--- src/rtl/cfm_map.svh ---
// Purpose: Offsets, field positions, reset values and timing counts of the caption fault monitor
// Assumes: Byte addresses on a 32-bit register port, one word per register
// Notes: Included by bare name
`ifndef CFM_MAP_SVH
`define CFM_MAP_SVH

// Per fault condition registers, condition k at base k * stride
`define CFM_FC_STRIDE 8'h10
`define CFM_FC_CTRL_OFS 8'h00
`define CFM_FC_MASK_LO_OFS 8'h04
`define CFM_FC_MASK_HI_OFS 8'h08
`define CFM_PRIO_HIGH_ADDR 8'h40
`define CFM_PRIO_MED_ADDR 8'h44
`define CFM_PRIO_LOW_ADDR 8'h48
`define CFM_SEEK_PRIO_ADDR 8'h4C
`define CFM_AUX_CFG_ADDR 8'h50
`define CFM_CLEAR_ADDR 8'h54
`define CFM_STATUS_ADDR 8'h58
`define CFM_SEEK_STAT_ADDR 8'h5C

// Fault condition control fields
`define CFM_CTRL_EN_BIT 0
`define CFM_CTRL_BLINK_BIT 1
`define CFM_CTRL_HOLD_LSB 8
`define CFM_CTRL_HOLD_MSB 14
`define CFM_HOLD_UNTIL_RESET 7'h7F
`define CFM_HOLD_MAX_CODE 7'h63
`define CFM_HOLD_STEP 10'h00A

// Error source count and mask split
`define CFM_NSRC 37
`define CFM_MASK_HI_W 5

// Aux input configuration fields
`define CFM_AUX_LVL_LSB 0
`define CFM_AUX_EDGE_LSB 4
`define CFM_AUX_F12_LSB 8
`define CFM_AUX_F34_LSB 10
`define CFM_AUX_LVL_RST 4'hF
`define CFM_AUX_EDGE_RST 4'h0

// Priority timeouts in seconds
`define CFM_PRIO_MIN 10'h001
`define CFM_PRIO_MAX 10'h384
`define CFM_PRIO_HIGH_RST 10'h001
`define CFM_PRIO_MED_RST 10'h005
`define CFM_PRIO_LOW_RST 10'h02D

// Second tick derived from the clock
`define CFM_SEC_NS 1000000000
`define CFM_CLK_PERIOD_NS 4

`endif

--- src/rtl/cfm_pkg.sv ---
// Purpose: Types shared by the caption fault monitor
// Assumes: Nothing beyond the map header
// Notes: Used by explicit package scope only
package cfm_pkg;

  typedef enum logic [1:0] {
    CFM_AUX_OFF,
    CFM_AUX_OVL_RESET,
    CFM_AUX_SELECT
  } cfm_aux_func_t;

  typedef enum logic [1:0] {
    CFM_PRIO_HIGH,
    CFM_PRIO_MED,
    CFM_PRIO_LOW
  } cfm_prio_t;

endpackage : cfm_pkg

--- src/rtl/cfm_fault_monitor.sv ---
// Purpose: Four fault conditions gathering caption and extended_program_data errors, with aux inputs
// Assumes: All inputs synchronous to core_clk; frame_tick is a one-cycle pulse per video frame
// Notes: Register port read data valid the cycle after reg_rd
//
// What this block does
// - A disabled condition never shows its alert on the display.
// - Hold time 0 to 990 frames in tens, or until reset by default.
// - Alert shows while its condition is active and enabled.
// - Held condition released by hold timer expiry, aux input, clear command or panel switch.
// - Each condition chooses blinking or steady alert.
// - Source: input video absent or wrong standard.
// - Source: caption waveform absent.
// - Sources: each of four caption channels and four text channels missing.
// - Source: caption byte parity failure.
// - Source: extended data packet checksum invalid.
// - Sources: duplicated control codes in field one, field two.
// - Sources: control code missing its duplicate in field one, field two.
// - Sources: invalid control code in field one, field two.
// - Source: incomplete control code pair in a frame.
// - Sources: invalid content of each of ten extended data items.
// - Sources: eight extended data items not seen within their priority timeout.
// - Clear command releases all held conditions; cancel changes nothing.
// - Each aux input selects high or low as active level.
// - Each aux input selects level or edge triggering.
// - Inputs one and two share a function, three and four another.
// - High, medium, low timeouts 1 to 900 seconds, default 1, 5, 45.
// - Default function: first of pair turns overlay off, second resets faults.
//
// Implementation choices: the register offsets and strobed register access.
`timescale 1ns/1ps
`include "cfm_map.svh"
`default_nettype none

module cfm_fault_monitor #(
  parameter int NCOND = 4,
  parameter int NAUX = 4,
  parameter int NSEEK = 8,
  parameter int NXDS = 10,
  parameter int CYC_PER_SEC = `CFM_SEC_NS / `CFM_CLK_PERIOD_NS
) (
  input wire logic core_clk,
  input wire logic rst,
  input wire logic [7:0] reg_addr,
  input wire logic [31:0] reg_wdata,
  input wire logic reg_wr,
  input wire logic reg_rd,
  output logic [31:0] reg_rdata,
  input wire logic frame_tick,
  input wire logic video_absent,
  input wire logic caption_wave_absent,
  input wire logic [3:0] caption_channel_missing,
  input wire logic [3:0] text_missing,
  input wire logic parity_err,
  input wire logic checksum_err,
  input wire logic [1:0] dup_code,
  input wire logic [1:0] nodup_code,
  input wire logic [1:0] invalid_code,
  input wire logic partial_pair,
  input wire logic [NXDS-1:0] extended_program_data_invalid,
  input wire logic [NSEEK-1:0] extended_program_data_seen,
  input wire logic panel_clear,
  input wire logic [NAUX-1:0] aux_input_line,
  output logic [NCOND-1:0] fault_show,
  output logic [NCOND-1:0] fault_blink,
  output logic onscreen_overlay_off,
  output logic [1:0] caption_channel_sel,
  output logic [1:0] text_sel
);

  localparam int SECW = $clog2(CYC_PER_SEC + 1);

  logic [`CFM_NSRC-1:0] src;
  logic [NSEEK-1:0] seek_miss;
  logic [NCOND-1:0] trig;
  logic [NCOND-1:0] trig_q_r;
  logic [NCOND-1:0] held_r;
  logic [NCOND-1:0] en_r;
  logic [NCOND-1:0] blink_r;
  logic [6:0] hold_r [NCOND];
  logic [`CFM_NSRC-1:0] mask_r [NCOND];
  logic [9:0] prio_r [3];
  logic [2*NSEEK-1:0] seek_prio_r;
  logic [NAUX-1:0] aux_lvl_r;
  logic [NAUX-1:0] aux_edge_r;
  cfm_pkg::cfm_aux_func_t func12_r;
  cfm_pkg::cfm_aux_func_t func34_r;
  logic [NAUX-1:0] aux_act;
  logic [NAUX-1:0] aux_act_q_r;
  logic [NAUX-1:0] aux_trig;
  logic ovl_tog_r;
  logic aux_clear;
  logic reg_clear;
  logic clear_all;
  logic [SECW-1:0] sec_cnt_r;
  logic sec_tick_r;

  // Error source vector, bit order fixed for the mask registers
  assign src = {seek_miss,
                extended_program_data_invalid,
                partial_pair,
                invalid_code,
                nodup_code,
                dup_code,
                checksum_err,
                parity_err,
                text_missing, caption_channel_missing,
                caption_wave_absent,
                video_absent};

  // Aux inputs: polarity then level or edge
  genvar a;
  for (a = 0; a < NAUX; a++) begin : g_aux
    assign aux_act[a] = aux_lvl_r[a] ? aux_input_line[a] : ~aux_input_line[a];
    assign aux_trig[a] = aux_edge_r[a] ? (aux_act[a] & ~aux_act_q_r[a]) : aux_act[a];
  end

  always_ff @(posedge core_clk) begin
    if (rst) begin
      aux_act_q_r <= '0;
    end else begin
      aux_act_q_r <= aux_act;
    end
  end

  // Second input of each pair resets faults in the default function
  assign aux_clear = (func12_r == cfm_pkg::CFM_AUX_OVL_RESET && aux_trig[1])
                   | (func34_r == cfm_pkg::CFM_AUX_OVL_RESET && aux_trig[3]);
  assign reg_clear = reg_wr && reg_addr == `CFM_CLEAR_ADDR && reg_wdata[0];
  assign clear_all = aux_clear | reg_clear | panel_clear;

  // Overlay off: level mode follows the input, edge mode toggles
  always_ff @(posedge core_clk) begin
    if (rst) begin
      ovl_tog_r <= 1'b0;
      onscreen_overlay_off <= 1'b0;
    end else begin
      if ((func12_r == cfm_pkg::CFM_AUX_OVL_RESET && aux_edge_r[0] && aux_trig[0])
          ^ (func34_r == cfm_pkg::CFM_AUX_OVL_RESET && aux_edge_r[2] && aux_trig[2])) begin
        ovl_tog_r <= ~ovl_tog_r;
      end
      onscreen_overlay_off <= ovl_tog_r
        | (func12_r == cfm_pkg::CFM_AUX_OVL_RESET && !aux_edge_r[0] && aux_trig[0])
        | (func34_r == cfm_pkg::CFM_AUX_OVL_RESET && !aux_edge_r[2] && aux_trig[2]);
    end
  end

  // Select function: pair encodes the channel, first input is the high bit
  always_ff @(posedge core_clk) begin
    if (rst) begin
      caption_channel_sel <= 2'h0;
      text_sel <= 2'h0;
    end else begin
      if (func12_r == cfm_pkg::CFM_AUX_SELECT) begin
        caption_channel_sel <= {aux_act[0], aux_act[1]};
      end
      if (func34_r == cfm_pkg::CFM_AUX_SELECT) begin
        text_sel <= {aux_act[2], aux_act[3]};
      end
    end
  end

  // One-second enable for the seek timeouts
  always_ff @(posedge core_clk) begin
    if (rst) begin
      sec_cnt_r <= '0;
      sec_tick_r <= 1'b0;
    end else begin
      sec_tick_r <= 1'b0;
      if (sec_cnt_r == SECW'(CYC_PER_SEC - 1)) begin
        sec_cnt_r <= '0;
        sec_tick_r <= 1'b1;
      end else begin
        sec_cnt_r <= sec_cnt_r + SECW'(1);
      end
    end
  end

  // Seek timers count whole seconds: a flag may come a second late, never early
  genvar s;
  for (s = 0; s < NSEEK; s++) begin : g_seek
    logic [9:0] cnt_r;
    logic [9:0] limit;
    logic [1:0] psel;
    assign psel = seek_prio_r[2*s +: 2];
    // Unused code 3 falls back to the low priority timeout
    assign limit = (psel == 2'(cfm_pkg::CFM_PRIO_HIGH)) ? prio_r[0] :
                   (psel == 2'(cfm_pkg::CFM_PRIO_MED)) ? prio_r[1] : prio_r[2];
    always_ff @(posedge core_clk) begin
      if (rst) begin
        cnt_r <= 10'h000;
      end else if (extended_program_data_seen[s]) begin
        cnt_r <= 10'h000;
      end else if (sec_tick_r && cnt_r <= limit) begin
        cnt_r <= cnt_r + 10'h001;
      end
    end
    assign seek_miss[s] = (cnt_r > limit) && !extended_program_data_seen[s];
  end

  // Fault conditions
  genvar k;
  for (k = 0; k < NCOND; k++) begin : g_fc
    localparam logic [7:0] BASE = 8'(k * 16);
    logic [9:0] hcnt_r;
    logic [9:0] target;
    logic until_reset;
    logic wr_ctrl;
    logic wr_lo;
    logic wr_hi;

    assign wr_ctrl = reg_wr && reg_addr == BASE + `CFM_FC_CTRL_OFS;
    assign wr_lo = reg_wr && reg_addr == BASE + `CFM_FC_MASK_LO_OFS;
    assign wr_hi = reg_wr && reg_addr == BASE + `CFM_FC_MASK_HI_OFS;
    assign trig[k] = |(mask_r[k] & src);
    // Codes above the largest step also mean hold until reset
    assign until_reset = hold_r[k] > `CFM_HOLD_MAX_CODE;
    assign target = 10'({3'h0, hold_r[k]}) * `CFM_HOLD_STEP;

    always_ff @(posedge core_clk) begin
      if (rst) begin
        en_r[k] <= 1'b0;
        blink_r[k] <= 1'b0;
        hold_r[k] <= `CFM_HOLD_UNTIL_RESET;
      end else if (wr_ctrl) begin
        en_r[k] <= reg_wdata[`CFM_CTRL_EN_BIT];
        blink_r[k] <= reg_wdata[`CFM_CTRL_BLINK_BIT];
        hold_r[k] <= reg_wdata[`CFM_CTRL_HOLD_MSB:`CFM_CTRL_HOLD_LSB];
      end
    end

    always_ff @(posedge core_clk) begin
      if (rst) begin
        mask_r[k] <= '0;
      end else if (wr_lo) begin
        mask_r[k][31:0] <= reg_wdata;
      end else if (wr_hi) begin
        mask_r[k][`CFM_NSRC-1:32] <= reg_wdata[`CFM_MASK_HI_W-1:0];
      end
    end

    // Hold counter saturates at the top step so it never wraps
    always_ff @(posedge core_clk) begin
      if (rst) begin
        hcnt_r <= 10'h000;
      end else if (trig[k] && !trig_q_r[k]) begin
        hcnt_r <= 10'h000;
      end else if (frame_tick && hcnt_r < `CFM_HOLD_STEP * 10'({3'h0, `CFM_HOLD_MAX_CODE})) begin
        hcnt_r <= hcnt_r + 10'h001;
      end
    end

    // A live trigger beats any clear in the same cycle
    always_ff @(posedge core_clk) begin
      if (rst) begin
        held_r[k] <= 1'b0;
        trig_q_r[k] <= 1'b0;
      end else begin
        trig_q_r[k] <= trig[k];
        if (trig[k]) begin
          held_r[k] <= 1'b1;
        end else if (clear_all) begin
          held_r[k] <= 1'b0;
        end else if (!until_reset && hcnt_r >= target) begin
          held_r[k] <= 1'b0;
        end
      end
    end

    always_ff @(posedge core_clk) begin
      if (rst) begin
        fault_show[k] <= 1'b0;
        fault_blink[k] <= 1'b0;
      end else begin
        fault_show[k] <= en_r[k] & (trig[k] | held_r[k]);
        fault_blink[k] <= en_r[k] & blink_r[k];
      end
    end
  end

  // Priority timeouts, writes clamped into 1 to 900 seconds
  genvar p;
  for (p = 0; p < 3; p++) begin : g_prio
    localparam logic [7:0] PADDR = `CFM_PRIO_HIGH_ADDR + 8'(p * 4);
    localparam logic [9:0] PRST = (p == 0) ? `CFM_PRIO_HIGH_RST :
                                  (p == 1) ? `CFM_PRIO_MED_RST : `CFM_PRIO_LOW_RST;
    always_ff @(posedge core_clk) begin
      if (rst) begin
        prio_r[p] <= PRST;
      end else if (reg_wr && reg_addr == PADDR) begin
        if (reg_wdata[9:0] < `CFM_PRIO_MIN || reg_wdata[31:10] != 22'h000000) begin
          prio_r[p] <= (reg_wdata[31:10] != 22'h000000) ? `CFM_PRIO_MAX : `CFM_PRIO_MIN;
        end else if (reg_wdata[9:0] > `CFM_PRIO_MAX) begin
          prio_r[p] <= `CFM_PRIO_MAX;
        end else begin
          prio_r[p] <= reg_wdata[9:0];
        end
      end
    end
  end

  always_ff @(posedge core_clk) begin
    if (rst) begin
      seek_prio_r <= '0;
    end else if (reg_wr && reg_addr == `CFM_SEEK_PRIO_ADDR) begin
      seek_prio_r <= reg_wdata[2*NSEEK-1:0];
    end
  end

  always_ff @(posedge core_clk) begin
    if (rst) begin
      aux_lvl_r <= `CFM_AUX_LVL_RST;
      aux_edge_r <= `CFM_AUX_EDGE_RST;
      func12_r <= cfm_pkg::CFM_AUX_OVL_RESET;
      func34_r <= cfm_pkg::CFM_AUX_OVL_RESET;
    end else if (reg_wr && reg_addr == `CFM_AUX_CFG_ADDR) begin
      aux_lvl_r <= reg_wdata[`CFM_AUX_LVL_LSB +: NAUX];
      aux_edge_r <= reg_wdata[`CFM_AUX_EDGE_LSB +: NAUX];
      func12_r <= cfm_pkg::cfm_aux_func_t'(reg_wdata[`CFM_AUX_F12_LSB +: 2]);
      func34_r <= cfm_pkg::cfm_aux_func_t'(reg_wdata[`CFM_AUX_F34_LSB +: 2]);
    end
  end

  // Read mux; unmapped and write-only addresses read zero
  always_ff @(posedge core_clk) begin
    if (rst) begin
      reg_rdata <= 32'h00000000;
    end else if (reg_rd) begin
      reg_rdata <= 32'h00000000;
      for (int i = 0; i < NCOND; i++) begin
        if (reg_addr == 8'(i * 16) + `CFM_FC_CTRL_OFS) begin
          reg_rdata[`CFM_CTRL_EN_BIT] <= en_r[i];
          reg_rdata[`CFM_CTRL_BLINK_BIT] <= blink_r[i];
          reg_rdata[`CFM_CTRL_HOLD_MSB:`CFM_CTRL_HOLD_LSB] <= hold_r[i];
        end
        if (reg_addr == 8'(i * 16) + `CFM_FC_MASK_LO_OFS) begin
          reg_rdata <= mask_r[i][31:0];
        end
        if (reg_addr == 8'(i * 16) + `CFM_FC_MASK_HI_OFS) begin
          reg_rdata[`CFM_MASK_HI_W-1:0] <= mask_r[i][`CFM_NSRC-1:32];
        end
      end
      if (reg_addr == `CFM_PRIO_HIGH_ADDR) begin
        reg_rdata[9:0] <= prio_r[0];
      end
      if (reg_addr == `CFM_PRIO_MED_ADDR) begin
        reg_rdata[9:0] <= prio_r[1];
      end
      if (reg_addr == `CFM_PRIO_LOW_ADDR) begin
        reg_rdata[9:0] <= prio_r[2];
      end
      if (reg_addr == `CFM_SEEK_PRIO_ADDR) begin
        reg_rdata[2*NSEEK-1:0] <= seek_prio_r;
      end
      if (reg_addr == `CFM_AUX_CFG_ADDR) begin
        reg_rdata[`CFM_AUX_LVL_LSB +: NAUX] <= aux_lvl_r;
        reg_rdata[`CFM_AUX_EDGE_LSB +: NAUX] <= aux_edge_r;
        reg_rdata[`CFM_AUX_F12_LSB +: 2] <= func12_r;
        reg_rdata[`CFM_AUX_F34_LSB +: 2] <= func34_r;
      end
      if (reg_addr == `CFM_STATUS_ADDR) begin
        reg_rdata[NCOND-1:0] <= trig;
        reg_rdata[8 +: NCOND] <= held_r;
        reg_rdata[16 +: NAUX] <= aux_act;
        reg_rdata[24] <= onscreen_overlay_off;
      end
      if (reg_addr == `CFM_SEEK_STAT_ADDR) begin
        reg_rdata[NSEEK-1:0] <= seek_miss;
      end
    end
  end

endmodule : cfm_fault_monitor

`default_nettype wire

--- config.mk ---
export PLATFORM = sky130hd
export DESIGN_NAME = cfm_fault_monitor
export DESIGN_NICKNAME = d
export VERILOG_FILES = /design/src/rtl/cfm_pkg.sv /design/src/rtl/cfm_fault_monitor.sv
export VERILOG_INCLUDE_DIRS = /design/src /design/src/rtl
export SDC_FILE = /design/constraint.sdc
export NUM_CORES = 1
export LEC_CHECK = 0
export ABC_AREA = 1
export ABC_CLOCK_PERIOD_IN_PS = 4500
export BUFFER_PORTS_ARGS = -buffer_cell sky130_fd_sc_hd__buf_2
export CAP_MARGIN = 0
export CORE_UTILIZATION = 45
export CTS_BUF_LIST = sky130_fd_sc_hd__clkbuf_8 sky130_fd_sc_hd__clkbuf_16
export CTS_CLUSTER_SIZE = 24
export DETAILED_ROUTE_END_ITERATION = 10
export HOLD_SLACK_MARGIN = 0.02
export PLACE_DENSITY = 0.73
export SYNTH_ARGS = -nofsm -noshare
export SYNTH_HDL_FRONTEND = slang
export SYNTH_SLANG_ARGS = --single-unit
--- constraint.sdc ---
create_clock -name core_clk -period 4.5 [get_ports core_clk]
set_input_delay 0.9 -clock core_clk [delete_from_list [all_inputs] [get_ports core_clk]]
set_output_delay 0.9 -clock core_clk [all_outputs]
set_load 0.02 [all_outputs]
### Word level (Yosys, flattened, before mapping)

Memories as Yosys holds them, arrays and structs flattened.
Cells that the tools add are included.

| word-level totals | value |
|---|---|
| word-level logic and storage cells | 457 |
| RAM bits | 206 |
| input port bits | 87 |
| output and inout bits | 45 |
| bits in read-only memories | 0 |
| bits in latches | 0 |
| flip-flop bits (word level) | 243 |
| memories kept | 3 |

Memory list:

| memory | depth | bits a word | read ports | clocked after memory_dff | write ports | line | RTL |
|---|---|---|---|---|---|---|---|
| mask_r | 4 | 37 | 4 | 0 | 4 | cfm_fault_monitor.sv:80 | `` logic [`CFM_NSRC-1:0] mask_r [NCOND]; `` |
| prio_r | 3 | 10 | 3 | 0 | 3 | cfm_fault_monitor.sv:81 | `logic [9:0] prio_r [3];` |
| hold_r | 4 | 7 | 4 | 0 | 4 | cfm_fault_monitor.sv:79 | `logic [6:0] hold_r [NCOND];` |

| cells by class | value |
|---|---|
| equal/unequal tests | 32 |
| reductions and logical operators | 107 |
| shift operators | 0 |
| div/mod/pow operators | 0 |
| bitwise logic cells | 56 |
| add/sub/neg operators | 13 |
| $mul | 4 |
| magnitude comparators | 30 |
| multiplexer cells | 163 |

Operator list:

| operator | count |
|---|---|
| $mux 32 | 10 |
| $mux 10 | 29 |
| $and 37x37->37 | 4 |
| $reduce_or 37->1 | 4 |
| $add 10x1->10 const B | 12 |
| $mux 1 | 96 |
| $gt 10x10->1 | 8 |
| $le 10x10->1 | 8 |
| $eq 8x7->1 const B | 8 |
| $logic_and 1x1->1 | 57 |
| $mux 7 | 8 |
| $mux 5 | 10 |
| $eq 8x6->1 const B | 6 |
| $ge 10x10->1 | 4 |
| $lt 10x10->1 const B | 4 |
| $mul 7x3->9 const B | 4 |
| $or 1x1->1 | 30 |
| $add 28x1->28 const B | 1 |
| $eq 28x28->1 const B | 1 |
| $gt 7x7->1 const B | 4 |
| $reduce_or 2->1 | 13 |
| $eq 8x5->1 const B | 3 |
| $reduce_bool 22->1 | 1 |
| $eq 2x1->1 const B | 10 |
| other kinds (18) | 70 |

### Logic depth before layout (Yosys ltp)

| depth | value |
|---|---|
| depth after elaboration | 24 |
| depth in mapped cells | 22 |
| gate-level depth less buffers | 22 |

### Worst setup path before layout

No wires, ideal clock.

| timing path | value |
|---|---|
| path type | input to register |
| from | input port reg_addr[1] |
| to | memory mask_r[1][0] (netlist name) (enable) |
| data arrival time | 3.912 ns |
| library setup time | 0.466 ns |
| required time | 4.034 ns |
| setup slack | 0.123 ns |
| path buffers | 1 |
| cell stages on the path | 6 |
| path through | nor2_1 nand3_1 nor2_1 buf_2 inv_1 o21ai_0 |

RTL lines:

| what | line | RTL |
|---|---|---|
| start, declared | cfm_fault_monitor.sv:43 | `input wire logic [7:0] reg_addr,` |
| end, declared | cfm_fault_monitor.sv:80 |  |

### Final worst setup path

| timing path | value |
|---|---|
| from | register seek_prio_r[15] |
| to | register g_fc[0].hcnt_r[2] |

| between the ends | value |
|---|---|
| cells in the longest elaborated chain, start to end | 9 |
| elaborated cells between the ends (all ways) | 10 |
| those cells by class | order compare: 1; eq/ne: 1; mux: 2; bitwise: 1; reduce/logical: 5 |

RTL lines:

| what | line | RTL |
|---|---|---|
| start, declared | cfm_fault_monitor.sv:82 | `logic [2*NSEEK-1:0] seek_prio_r;` |
| start signal, assigned | cfm_fault_monitor.sv:305 | `seek_prio_r <= reg_wdata[2*NSEEK-1:0];` |
| $eq 2x1->1 | cfm_fault_monitor.sv:187 | `(psel == 2'(cfm_pkg::CFM_PRIO_MED)) ? prio_r[1] : prio_r[2];` |
| $mux 10 | cfm_fault_monitor.sv:187 |  |
| $mux 10 (*) | cfm_fault_monitor.sv:186 | `assign limit = (psel == 2'(cfm_pkg::CFM_PRIO_HIGH)) ? prio_r[0] :` |
| $gt 10x10->1 (*) | cfm_fault_monitor.sv:197 | `assign seek_miss[s] = (cnt_r > limit) && !extended_program_data_seen[s];` |
| $logic_and 1x1->1 (*) | cfm_fault_monitor.sv:197 |  |
| $and 37x37->37 (*) | cfm_fault_monitor.sv:214 | `assign trig[k] = \|(mask_r[k] & src);` |
| $reduce_or 37->1 (*) | cfm_fault_monitor.sv:214 |  |
| $logic_and 1x1->1 (*) | cfm_fault_monitor.sv:245 | `end else if (trig[k] && !trig_q_r[k]) begin` |
| $reduce_or 2->1 (no source line) (*) | - |  |
| end signal, assigned | cfm_fault_monitor.sv:248 | `hcnt_r <= hcnt_r + 10'h001;` |
| end, declared | cfm_fault_monitor.sv:204 | `logic [9:0] hcnt_r;` |

Mark *: on every way between the ends. The rest lies on a longest branch, timed or not.
A chain may end at the register's enable or synchronous reset.

==> run_results.csv <==
group,metric,value,unit
final_layout,final_nets,3598,
sta,finalSetupViolations,0,
synthesis,syn-instance-count,3179,
synthesis,postSynthNetCount,3439,
sta,skew,0.01854,ns
cts,postCtsHoldBufs,0,
floorplan,start_util,0.4560,
cts,cts-root-buf,"clkbuf_16",
sta,maxSlewViolCount,0,
sta,fmax,267.9,MHz
worst_setup_path,required,4.98,ns
worst_setup_path,crit_path_start_kind,"flip-flop",
power_and_ir_drop,vdd_ir_drop_max,0.0002967,V
final_layout,seq_area,0.01105,mm^2
synthesis,async_flop_share,0,
synthesis,syn-mean-instance-area,7.918,um^2
worst_setup_path,crit_slowest_cell,"dfxtp_1",
floorplan,fp.dieW,238.5,um
synthesis,yosysSeqAreaShare,0.4390,
worst_setup_path,critPathArrivalTime,4.21,ns
sta,layout_min_cycle_time,3.733,ns
floorplan,coreArea,0.05520,mm^2
synthesis,synth_top_cells_by_area,"edfxtp_1 (25%), dfxtp_1 (19%), nand2_1 (9.2%)",
grt,overflow,0,
worst_setup_path,r2r.worst_path.cells,18,
sta,tns,0,ns
worst_setup_path,critPathMaxStageDelay,0.41,ns
detailed_routing,viasPerCell,5.714,
grt,grt_pass1_wl,127100,um
floorplan,fp.dieH,238.5,um
final_layout,syn_to_final_growth,13.57,%
final_layout,drive_gt1_frac,0.09618,
sta,slew_headroom,0.1961,
detailed_routing,drt_first_pass_iters,7,
synthesis,synth-edff-count,206,
floorplan,io_pins,132,
worst_setup_path,critPathCaptureType,"flip-flop",
grt,grt_max_degree,45,
detailed_routing,route.detailed.drc,0,
job,drv_cap,0,
synthesis,synthDistinctLibCells,55,
power_and_ir_drop,total_power,9.574,mW
cts,cts.clk_slew.worst_paths,0.06,ns
detailed_routing,wl,84710,um
final_layout,fin_util,0.5179,
outcome,outcome,"finished clean",
worst_setup_path,critical_path_buf_inv_count,2,
worst_setup_path,r2r_setup_slack,0.77,ns
placement,place_area,0.02689,mm^2
final_layout,multi_input_area,0.01228,mm^2
sta,hold_ws,0.4598,ns
worst_setup_path,cp_num_cells,18,
worst_setup_path,critical_path_class,"reg -> reg",
grt,grt_pass1_vias,21530,
synthesis,synth_xor_area_frac,0.01496,
synthesis,yosys_warnings,0,
worst_setup_path,crit_top_cell,"nor2_1",
synthesis,syn-cell-area,0.02517,mm^2
worst_setup_path,crit_family,"simple AND/OR/NAND/NOR gates",
synthesis,synthAdderAreaFrac,0.08719,
power_and_ir_drop,p_leak,11.56,nW
synthesis,synth_area_leader_cell,"edfxtp_1",
worst_setup_path,r2r-end,"g_fc[0].hcnt_r[2]$_SDFFE_PP0P_",
cts,clk_latency,0.61,ns
min_path,hold_path_class,"reg -> reg",
worst_setup_path,r2r_start,"seek_prio_r[15]$_SDFFE_PP0P_",
final_layout,nFillCells,5238,
floorplan,dieArea,0.05688,mm^2
sta,hold_viol_final,0,
cts,cts_resized,0,
sta,worst_pin_slew,1.201,ns
worst_setup_path,critPathLaunch,"seek_prio_r[15]$_SDFFE_PP0P_",
synthesis,synth_compound_area_frac,0.1446,
worst_setup_path,cp_max_fo,10,
cts,cts_setup_buffers,0,
sta,period_share,0.8295,
cts,cts_tree,"built",
detailed_routing,antenna_left,0,
cts,clock_sinks,449,
synthesis,synth_top_family_by_area,"simple AND/OR/NAND/NOR gates",
placement,hpwl,63720,um
cts,htreeDepth,2,
detailed_routing,vias,23590,
final_layout,final_area,0.02859,mm^2
synthesis,synthFlopType,"dfxtp_1",
synthesis,synthMuxAreaShare,0,
cts,numCtsBuffers,49,
detailed_routing,first_iter_violations,2969,
grt,grt_util_all_layers,0.2940,
worst_setup_path,path_cells,"nor2_1, inv_1, o22ai_1, a21oi_1, ha_1, nand2_1, nor2_1, o211ai_1, nand3_1, nand2_1, nor2_1, nand2_1, nand3_1, nor2_1, nand3_1, inv_1, o21ai_2, nor3b_1",
placement,io_buffers,131,
synthesis,yosys.area_share.simple,0.2391,
min_path,min_from,"ovl_tog_r$_SDFFE_PP0P_",
floorplan,placementRows,86,
sta,rsz0062_at_grt,"false",
synthesis,synth_top_area_frac,0.2458,
power_and_ir_drop,powerDensity,334.9,mW/mm^2
detailed_routing,wire_per_inst,20.52,um
cts,clk_path_buf_depth,3,
synthesis,ys_ff_latch,449,
grt,antenna_found_initial,4,
worst_setup_path,crit_end,"g_fc[0].hcnt_r[2]$_SDFFE_PP0P_",
placement,place.gp.congestion,1.050,
## cell families after synthesis
group / after synthesis
AO/OA/AOI/OAI: 633
adder cells (fa/ha/maj): 173
buffers and inverters: 499
flip-flops: 449
XOR/XNOR: 43
AND/OR/NAND/NOR: 1382
## how the worst min path moves through the flow
stage	end	slack, ns	depth (start not counted)
6_report	ovl_tog_r$_SDFFE_PP0P_	0.46	1
5_1_grt	ovl_tog_r$_SDFFE_PP0P_	0.47	1
4_1_cts	ovl_tog_r$_SDFFE_PP0P_	0.46	1
3_5_place_dp	ovl_tog_r$_SDFFE_PP0P_	0.45	1
3_3_place_gp	ovl_tog_r$_SDFFE_PP0P_	0.44	1
2_1_floorplan	ovl_tog_r$_SDFFE_PP0P_	0.42	1
## cells in the mapped netlist, types with 20 or more instances
master / n
nand2_1: 619
nor2_1: 413
inv_1: 403
a21oi_1: 271
dfxtp_1: 243
edfxtp_1: 206
ha_1: 169
o21ai_0: 161
nand3_1: 93
nand4_1: 83
nor3_1: 80
o22ai_1: 69
clkbuf_1: 49
xor2_1: 33
o211ai_1: 24
o221ai_1: 24
nor3b_1: 23
nor2_2: 20
## per-layer routing
| layer | part of all wire | track usage | routed length (um) | vias to the layer above |
|---|---|---|---|---|
| met5 | 0.00027 | 0 | 23 | - |
| met4 | 0.050 | 0.1278 | 4195 | 4 |
| met3 | 0.13 | 0.07841 | 11170 | 264 |
| met2 | 0.41 | 0.4299 | 34890 | 1428 |
| met1 | 0.41 | 0.4065 | 34430 | 10760 |
| li1 | - | - | - | 11140 |
## flip-flops by register name, summed over array words and instances (netlist names), 16 cells and up
signal,flops
g_fc.hcnt_r,40
prio_r,30
mask_r,148
sec_cnt_r,28
reg_rdata,32
seek_prio_r,16
hold_r,28
g_seek.cnt_r,80
## layout make-up
type,instances,share of cell area
Antenna cell,2,0.0001751
Clock buffer,57,0.04714
Clock inverter,35,0.01208
Inverter,427,0.05607
Multi-Input combinational cell,2231,0.4294
Sequential cell,449,0.3866
Tap cell,748,0.03274
Timing Repair Buffer,180,0.03580
## report_power, final
| part | internal, mW | switching [mW] | leakage, nW |
|---|---|---|---|
| logic | 0.247 | 0.531 | 6.76 |
| clock network | 2.49 | 1.79 | 0.861 |
| registers | 4.38 | 0.134 | 3.94 |
| total | 7.12 | 2.45 | 11.6 |
## cell usage in the layout (no fill, tap or decap), drive strengths merged, types with 33 or more instances in the layout
| cell | instances |
|---|---|
| a21oi | 271 |
| buf | 180 |
| clkbuf | 57 |
| clkinv | 33 |
| dfxtp | 243 |
| edfxtp | 206 |
| ha | 169 |
| inv | 422 |
| nand2 | 623 |
| nand3 | 100 |
| nand4 | 86 |
| nor2 | 439 |
| nor3 | 83 |
| o21ai | 167 |
| o22ai | 69 |
| xor2 | 33 |
## metrics by stage
| step | worst slack [ns] | cells |
|---|---|---|
| final | 0.7671 | 4129 |
| after global routing | 0.5325 | 4127 |
| after CTS | 0.8569 | 4127 |
| after detailed placement | 0.8213 | 4035 |
| after global placement | 0.8156 | 4035 |
| after floorplan | 0.1226 | 3179 |
No activity file was read; power rests on OpenSTA's default activity.
